File: config.mk
export PLATFORM = sky130hd
export DESIGN_NAME = aqrf_formatter
export DESIGN_NICKNAME = d
export VERILOG_FILES = /design/src/common/aqrf_pkg.sv /design/src/logic/aqrf_formatter.sv
export SDC_FILE = /design/constraint.sdc
export NUM_CORES = 1
export LEC_CHECK = 0
export BUFFER_PORTS_ARGS = -buffer_cell sky130_fd_sc_hd__buf_2
export CAP_MARGIN = 10
export CORE_MARGIN = 8
export CORE_UTILIZATION = 49
export DETAILED_ROUTE_END_ITERATION = 16
export PLACE_DENSITY_LB_ADDON = 0.05
export SYNTH_ARGS = -nofsm -noshare
export SYNTH_HDL_FRONTEND = slang
export SYNTH_SLANG_ARGS = --single-unit
File: constraint.sdc
create_clock -name sys_clk_i -period 1.6 [get_ports sys_clk_i]
set_input_delay 0.32 -clock sys_clk_i [delete_from_list [all_inputs] [get_ports sys_clk_i]]
set_output_delay 0.32 -clock sys_clk_i [all_outputs]
set_load 0.02 [all_outputs]
File: src/common/aqrf_pkg.sv
// Shared constants for the asynchronous quadlet receive formatter
package aqrf_pkg;

  // ----------------------------------------
  // Packet control token field positions
  // ----------------------------------------
  localparam int TOK_SIZE_LSB = 16;   // Data size field low bit
  localparam int TOK_SIZE_W = 14;     // Data size field width
  localparam int TOK_SELF_BIT = 15;   // Self-ID flag
  localparam int TOK_PHY_BIT = 14;    // PHY packet flag
  localparam int TOK_ACK_LSB = 8;     // Acknowledge code low bit
  localparam int TOK_ACK_W = 5;       // Acknowledge code width
  localparam int TOK_PAD_LSB = 6;     // Padding count low bit
  localparam int TOK_PAD_W = 2;       // Padding count width
  localparam int TOK_SPD_LSB = 4;     // Speed code low bit
  localparam int TOK_SPD_W = 2;       // Speed code width

  // ----------------------------------------
  // Header field widths
  // ----------------------------------------
  localparam int BUS_W = 10;          // Bus number width
  localparam int NODE_W = 6;          // Node number width
  localparam int TLABEL_W = 6;        // Transaction label width
  localparam int RETRY_W = 2;         // Retry code width
  localparam int TCODE_W = 4;         // Transaction code width
  localparam int PRI_W = 4;           // Priority width
  localparam int OFFHI_W = 16;        // High offset width
  localparam int OFFLO_W = 32;        // Low offset width

  // ----------------------------------------
  // Speed codes
  // ----------------------------------------
  localparam logic [1:0] SPD_S100 = 2'h0;
  localparam logic [1:0] SPD_S200 = 2'h1;
  localparam logic [1:0] SPD_S400 = 2'h2;

  // ----------------------------------------
  // Transaction codes that carry a data quadlet
  // ----------------------------------------
  localparam logic [3:0] TCODE_WR_QUAD_REQ = 4'h0;
  localparam logic [3:0] TCODE_RD_QUAD_RSP = 4'h6;

  // ----------------------------------------
  // Sizes and reset values
  // ----------------------------------------
  localparam logic [13:0] HDR_QUADLETS = 14'h3;   // Header quadlets stored
  localparam logic [1:0] PAD_BYTES = 2'h0;        // Quadlet packets need no filler
  localparam logic [31:0] WORD_RST = 32'h0;       // Output word after reset

  // Output word selector
  typedef enum {
    ST_IDLE,
    ST_TOKEN,
    ST_DEST,
    ST_SRC,
    ST_OFFLO,
    ST_DATA
  } aqrf_state_t;

endpackage

File: src/logic/aqrf_formatter.sv
// Asynchronous quadlet receive formatter: packet fields to buffer quadlets
`timescale 1ns/100ps
`default_nettype none

module aqrf_formatter (
  // Clock and reset
  input wire logic sys_clk_i,
  input wire logic reset_i,
  // Configuration
  input wire logic token_insert_enable_i,
  // Received packet from link receive path
  input wire logic pkt_valid_i,
  output logic pkt_ready_o,
  input wire logic [9:0] pkt_dest_bus_i,
  input wire logic [5:0] pkt_dest_node_i,
  input wire logic [5:0] pkt_tlabel_i,
  input wire logic [1:0] pkt_retry_code_i,
  input wire logic [3:0] pkt_tcode_i,
  input wire logic [3:0] pkt_priority_i,
  input wire logic [15:0] pkt_src_id_i,
  input wire logic [15:0] pkt_offset_high_i,
  input wire logic [31:0] pkt_offset_low_i,
  input wire logic [31:0] pkt_data_i,
  // Packet status for the token
  input wire logic [4:0] pkt_acknowledge_code_i,
  input wire logic [1:0] pkt_speed_i,
  input wire logic pkt_self_id_i,
  input wire logic pkt_phy_i,
  // Receive data buffer write side
  output logic buf_valid_o,
  input wire logic buf_ready_i,
  output logic [31:0] buf_data_o,
  output logic buf_first_o,
  output logic buf_last_o
);

  // ----------------------------------------
  // Stored word layout
  // ----------------------------------------
  // Token word, only when insert enable is set:
  // [31:30] reserved, zero
  // [29:16] stored size in quadlets, token included
  // [15] self-ID flag
  // [14] PHY packet flag
  // [13] reserved, zero
  // [12:8] acknowledge code
  // [7:6] filler byte count, always zero here
  // [5:4] speed code, never the undefined code
  // [3:0] reserved, zero
  // Destination word:
  // [31:16] bus number then node number
  // [15:10] transaction label
  // [9:8] retry code
  // [7:4] transaction code
  // [3:0] priority
  // Source word: source ID over high offset
  // Low offset word, then data for quadlet write request or quadlet read response
  // Handshake:
  // A packet is taken when valid meets ready
  // Each word stands until the buffer takes it
  // Ready returns the cycle after the last word is taken
  // Packet inputs are not looked at while busy
  // Reset drops any packet still in flight
  // No word is stored twice and none is skipped

  // ----------------------------------------
  // Captured packet
  // ----------------------------------------
  logic [15:0] dest_id_q;        // Destination bus and node
  logic [15:0] dest_id_d;
  logic [15:0] pkt_info_q;       // Label, retry, tcode, priority
  logic [15:0] pkt_info_d;
  logic [31:0] src_word_q;       // Source ID with high offset
  logic [31:0] src_word_d;
  logic [31:0] off_low_q;        // Low offset
  logic [31:0] data_q;           // Data quadlet
  logic has_data_q;              // Packet carries a data quadlet
  logic has_data_d;

  // ----------------------------------------
  // Output stage
  // ----------------------------------------
  aqrf_pkg::aqrf_state_t state_q;  // Word now held at the output
  aqrf_pkg::aqrf_state_t state_d;
  logic [31:0] word_q;           // Buffer word
  logic [31:0] word_d;
  logic valid_q;                 // Buffer word valid
  logic valid_d;
  logic first_q;                 // First word of packet
  logic first_d;
  logic last_q;                  // Last word of packet
  logic last_d;
  logic ready_q;                 // Accepting a new packet
  logic ready_d;

  // ----------------------------------------
  // Decoding
  // ----------------------------------------
  wire accept = pkt_valid_i && ready_q;        // New packet taken
  wire drain = valid_q && buf_ready_i;         // Current word taken by buffer

  // Data quadlet present only for these transaction types
  wire tcode_has_data = (pkt_tcode_i == aqrf_pkg::TCODE_WR_QUAD_REQ) ||
                        (pkt_tcode_i == aqrf_pkg::TCODE_RD_QUAD_RSP);

  // Speed saturates so the undefined code never reaches the token
  wire [1:0] spd_code = (pkt_speed_i == 2'h3) ? aqrf_pkg::SPD_S400 : pkt_speed_i;

  // Total stored quadlets: header, optional data, optional token
  wire [13:0] pkt_size = aqrf_pkg::HDR_QUADLETS + {13'h0, tcode_has_data}
                         + {13'h0, token_insert_enable_i};

  // Packet control token, reserved bits left zero
  logic [31:0] token_word;
  always_comb begin
    token_word = 32'h0;
    token_word[aqrf_pkg::TOK_SIZE_LSB +: aqrf_pkg::TOK_SIZE_W] = pkt_size;
    token_word[aqrf_pkg::TOK_SELF_BIT] = pkt_self_id_i;
    token_word[aqrf_pkg::TOK_PHY_BIT] = pkt_phy_i;
    token_word[aqrf_pkg::TOK_ACK_LSB +: aqrf_pkg::TOK_ACK_W] = pkt_acknowledge_code_i;
    token_word[aqrf_pkg::TOK_PAD_LSB +: aqrf_pkg::TOK_PAD_W] = aqrf_pkg::PAD_BYTES;
    token_word[aqrf_pkg::TOK_SPD_LSB +: aqrf_pkg::TOK_SPD_W] = spd_code;
  end

  // Header fields assembled as received
  assign dest_id_d = {pkt_dest_bus_i, pkt_dest_node_i};
  assign pkt_info_d = {pkt_tlabel_i, pkt_retry_code_i, pkt_tcode_i, pkt_priority_i};
  assign src_word_d = {pkt_src_id_i, pkt_offset_high_i};
  assign has_data_d = tcode_has_data;

  // ----------------------------------------
  // Word sequencing
  // ----------------------------------------
  // Chooses the next word and its markers
  always_comb begin
    state_d = state_q;
    word_d = word_q;
    valid_d = valid_q;
    first_d = first_q;
    last_d = last_q;
    ready_d = ready_q;
    if (accept) begin
      // Start with the token or directly with the header
      ready_d = 1'b0;
      valid_d = 1'b1;
      first_d = 1'b1;
      last_d = 1'b0;
      if (token_insert_enable_i) begin
        state_d = aqrf_pkg::ST_TOKEN;
        word_d = token_word;
      end else begin
        state_d = aqrf_pkg::ST_DEST;
        word_d = {dest_id_d, pkt_info_d};
      end
    end else if (drain) begin
      first_d = 1'b0;
      unique case (state_q)
        aqrf_pkg::ST_TOKEN: begin
          // Destination word follows the token
          state_d = aqrf_pkg::ST_DEST;
          word_d = {dest_id_q, pkt_info_q};
        end
        aqrf_pkg::ST_DEST: begin
          // Source and high offset
          state_d = aqrf_pkg::ST_SRC;
          word_d = src_word_q;
        end
        aqrf_pkg::ST_SRC: begin
          // Low offset closes the header
          state_d = aqrf_pkg::ST_OFFLO;
          word_d = off_low_q;
          last_d = !has_data_q;
        end
        aqrf_pkg::ST_OFFLO: begin
          if (has_data_q) begin
            // Trailing data quadlet
            state_d = aqrf_pkg::ST_DATA;
            word_d = data_q;
            last_d = 1'b1;
          end else begin
            // Packet done
            state_d = aqrf_pkg::ST_IDLE;
            valid_d = 1'b0;
            last_d = 1'b0;
            ready_d = 1'b1;
          end
        end
        aqrf_pkg::ST_DATA: begin
          // Packet done
          state_d = aqrf_pkg::ST_IDLE;
          valid_d = 1'b0;
          last_d = 1'b0;
          ready_d = 1'b1;
        end
        aqrf_pkg::ST_IDLE: begin
          // Nothing held
          valid_d = 1'b0;
        end
      endcase
    end
  end

  // ----------------------------------------
  // Registers
  // ----------------------------------------
  // Sequencing state, back to idle on reset
  always_ff @(posedge sys_clk_i) begin
    if (reset_i) begin
      state_q <= aqrf_pkg::ST_IDLE;
    end else begin
      state_q <= state_d;
    end
  end

  // Buffer word, cleared on reset
  always_ff @(posedge sys_clk_i) begin
    if (reset_i) begin
      word_q <= aqrf_pkg::WORD_RST;
    end else begin
      word_q <= word_d;
    end
  end

  // Word valid and packet ready; idle means ready
  always_ff @(posedge sys_clk_i) begin
    if (reset_i) begin
      valid_q <= 1'b0;
      ready_q <= 1'b1;
    end else begin
      valid_q <= valid_d;
      ready_q <= ready_d;
    end
  end

  // First and last word markers
  always_ff @(posedge sys_clk_i) begin
    if (reset_i) begin
      first_q <= 1'b0;
      last_q <= 1'b0;
    end else begin
      first_q <= first_d;
      last_q <= last_d;
    end
  end

  // Destination word fields, taken on accept
  always_ff @(posedge sys_clk_i) begin
    if (reset_i) begin
      dest_id_q <= 16'h0;
      pkt_info_q <= 16'h0;
    end else if (accept) begin
      dest_id_q <= dest_id_d;
      pkt_info_q <= pkt_info_d;
    end
  end

  // Source word and low offset, taken on accept
  always_ff @(posedge sys_clk_i) begin
    if (reset_i) begin
      src_word_q <= 32'h0;
      off_low_q <= 32'h0;
    end else if (accept) begin
      src_word_q <= src_word_d;
      off_low_q <= pkt_offset_low_i;
    end
  end

  // Data quadlet and whether it goes out
  always_ff @(posedge sys_clk_i) begin
    if (reset_i) begin
      data_q <= 32'h0;
      has_data_q <= 1'b0;
    end else if (accept) begin
      data_q <= pkt_data_i;
      has_data_q <= has_data_d;
    end
  end

  // ----------------------------------------
  // Outputs
  // ----------------------------------------
  assign pkt_ready_o = ready_q;
  assign buf_valid_o = valid_q;
  assign buf_data_o = word_q;
  assign buf_first_o = first_q;
  assign buf_last_o = last_q;

endmodule

`default_nettype wire

==> impl_metrics.py <==
metrics = {
    "status": {
        "status": "finished with violations",
        "violations": "negative setup slack",
    },
    "die": {
        "fp.coreArea_sq_um": 15100,
        "die_w_um": 140,
        "fp.dieArea_sq_um": 19500,
        "chipHeight_um": 140,
        "pin_count": 178,
        "row_count": 45,
        "start_util_pct": 49.6,
    },
    "synthesis": {
        "dominantRegCellSynth": "dfxtp_1",
        "synth_area_leaders": "dfxtp_1 (45%), nand2_1 (14%), a21oi_1 (11%)",
        "synth_top_area_share_pct": 44.9,
        "ys_seq_area_share_pct": 44.9,
        "ys_types": 44,
        "synth_common_cells": "nand2_1 (284), dfxtp_1 (168), a21oi_1 (165)",
        "synth.yosys.warnings": 0,
        "synth_area_sq_um": 7490,
        "synth-edff-count": 0,
        "synth_nets": 1037,
        "synth_top_area_cell": "dfxtp_1",
        "yosysMostFrequentCell": "nand2_1",
        "ys_ff_latch": 168,
        "synthCells": 894,
        "ys_async_sr_fraction_pct": 0,
        "synth_area_per_cell_sq_um": 8.38,
    },
    "sta": {
        "hold_slack_ns": 0.123,
        "setup_viol": 11,
        "min_period_ns": 1.65,
        "slew_violations": 0,
        "clock.fmax_ghz": 0.605,
        "worst_slew_pin_slew_ns": 0.416,
        "fin_crit_sh_pct": 103,
        "finClkSkew_ns": 0.00734,
        "setup_ws_ns": -0.0516,
        "relSlewSlack_pct": 71.5,
        "final_hold_viol_count": 0,
        "rsz0062_at_grt": "yes",
    },
    "pwr": {
        "p_leak_uw": 0.00390,
        "seq_power_share_pct": 42.6,
        "max-vdd-ir-drop_mv": 0.826,
        "p_int_uw": 7980,
        "swShare_pct": 27.0,
        "power.total_uw": 10900,
        "clock_power_share_pct": 39.4,
        "combPwrFrac_pct": 18.0,
        "powerDensity_nw_per_um2": 1110,
        "power.switching_uw": 2950,
    },
    "detailed_routing": {
        "via_per_inst": 5.45,
        "drc": 0,
        "wl_per_cell_um": 17.7,
        "drt_first_pass_iters": 5,
        "vias": 6993,
        "wl_um": 22700,
        "drt_iter0_drc": 420,
        "postRouteAntennaNets": 0,
    },
    "clocking": {
        "cts_tree": "yes",
        "ctsRootBufferMaster": "clkbuf_16",
        "path_clk_slew_ns": 0.06,
        "insertion_delay_ns": 0.43,
        "cts_buffers": 17,
        "clockBufferDepth": 2,
        "ctsHtreeMaxLevel": 4,
        "cts_hold_buf": 0,
        "numClockSinks": 168,
    },
    "global_routing": {
        "groute.usage.overall_pct": 22.7,
        "grt_pass1_vias": 6867,
        "overflow": 0,
        "grt_max_degree": 48,
        "grt_pass1_wl_um": 35700,
        "antenna_found_initial": 2,
    },
    "setup_path": {
        "crit_start": "state_q[0]",
        "critPathKind": "reg2reg",
        "worst_setup_path_end_kind": "flip-flop",
        "crit_path_max_fanout": 8,
        "reg2reg_from": "state_q[0]",
        "start_kind": "flip-flop",
        "cp.arrival_ns": 1.99,
        "worstPathRequired_ns": 1.94,
    },
    "placement": {
        "gp_congestion": 0.838,
        "portBuffers": 177,
        "placed_cells": 1241,
        "place_hpwl_um": 15900,
        "place_area_sq_um": 8920,
    },
    "min_path": {
        "hold_class": "in2reg",
        "min_from": "pkt_data_i[25]",
    },
    "cells_and_area": {
        "antenna_cells": 0,
        "stdcell_area_sq_um": 9810,
        "num-fill-cells": 1381,
        "fin_cells": 1282,
        "drive_gt1_share_pct": 33.5,
        "nets": 1226,
        "area_growth_syn_to_layout_pct": 31.0,
    },
    "job": {
        "maxCapViolations": 0,
    },
}
-- critical path, stage by stage (launching register included) --
cell	delay, ns
dfxtp_4	0.36
buf_8	0.13
nand4bb_4	0.24
a21oi_4	0.25
buf_6	0.16
clkbuf_16	0.15
nor3_1	0.05
a311oi_2	0.23
-- cells by family (layout without fill, tap and decap cells) --
| family | Yosys count | after routing | synth area share, % |
|---|---|---|---|
| buf+inv | 88 | 288 | 5.35 |
| fa+ha+maj | 1 | 1 | 0.167 |
| flops | 168 | 168 | 44.9 |
| xor+xnor | 1 | 1 | 0.117 |
| mux | 43 | 43 | 5.78 |
| simple gates | 337 | 337 | 18.1 |
| compound gates | 256 | 256 | 25.6 |
-- layer usage --
layer	vias to the layer above	routed length [um]	GRT usage, %
met5	-	23	0
met4	4	239	6.00
met3	25	1380	6.94
met2	168	10900	37.0
met1	3300	10200	28.5
li1	3496	-	-
-- sequential cells by signal (all words and copies together), names as in the netlist, 3 cells and up --
| name | flops |
|---|---|
| buf_data_o | 32 |
| data_q | 32 |
| dest_id_q | 16 |
| off_low_q | 32 |
| pkt_info_q | 16 |
| src_word_q | 32 |
| state_q | 3 |
-- area by class of cell --
| type | instances | area (sq um) | area share, % |
|---|---|---|---|
| Multi-Input combinational cell | 638 | 3870 | 39.5 |
| Clock buffer | 19 | 443 | 4.51 |
| Timing Repair Buffer | 253 | 1700 | 17.3 |
| Sequential cell | 168 | 3370 | 34.3 |
| Clock inverter | 11 | 173 | 1.76 |
| Inverter | 5 | 18.8 | 0.191 |
| Tap cell | 188 | 235 | 2.40 |
-- final timing paths --
kind / end / slack [ns] / cells after the start
hold reg to reg: off_low_q[16] / 0.45 / 2
setup / recovery: buf_data_o[7] / -0.05 / 7
hold / removal: data_q[25] / 0.12 / 3
setup reg to reg: buf_data_o[7] / -0.05 / 7
-- cell usage in the layout, fill, tap and decap left out, types with 2 or more instances in the layout --
cell	count
a2111oi_2	3
a211oi_1	3
a211oi_2	2
a21oi_1	156
a21oi_2	9
a221oi_2	8
a2bb2oi_1	10
a311oi_2	21
buf_12	14
buf_2	177
buf_4	50
buf_6	9
buf_8	2
bufinv_16	4
clkbuf_16	18
clkinv_2	2
clkinv_4	3
dfxtp_1	165
dfxtp_2	2
inv_1	5
mux2_2	2
mux2i_1	40
nand2_1	282
nand2b_1	4
nand3b_1	3
nor2_1	12
nor3_1	25
o211ai_1	11
o21ai_0	2
o221ai_2	20
-- timing repair --
item / CTS / global route
buffers inserted: 1 / 7
gates resized for setup: 10 / 29
cloned: 0 / 3
pin swaps: 1 / 6
setup endpoints to repair: 33 / 30
-- metrics by stage --
| stage | utilization [%] | setup WS (ns) | setup TNS, ns |
|---|---|---|---|
| 2_1_floorplan | - | 0.0280 | 0 |
| 3_3_place_gp | 59.1 | -0.0671 | -0.473 |
| 3_5_place_dp | 59.1 | -0.0866 | -1.09 |
| 4_1_cts | 63.6 | -0.0199 | -0.0199 |
| 5_1_grt | 65.0 | -0.0798 | -1.04 |
| 6_report | 65.0 | -0.0516 | -0.381 |
-- power groups by stage --
stage,registers (uW),clock network [uW],logic [uW]
2_1_floorplan,4790,0,1060
3_3_place_gp,4730,0,1870
3_5_place_dp,4740,0,1890
4_1_cts,4650,4380,1920
5_1_grt,4680,4560,2150
6_report,4660,4300,1970
Power figures use the tool's default switching activity.
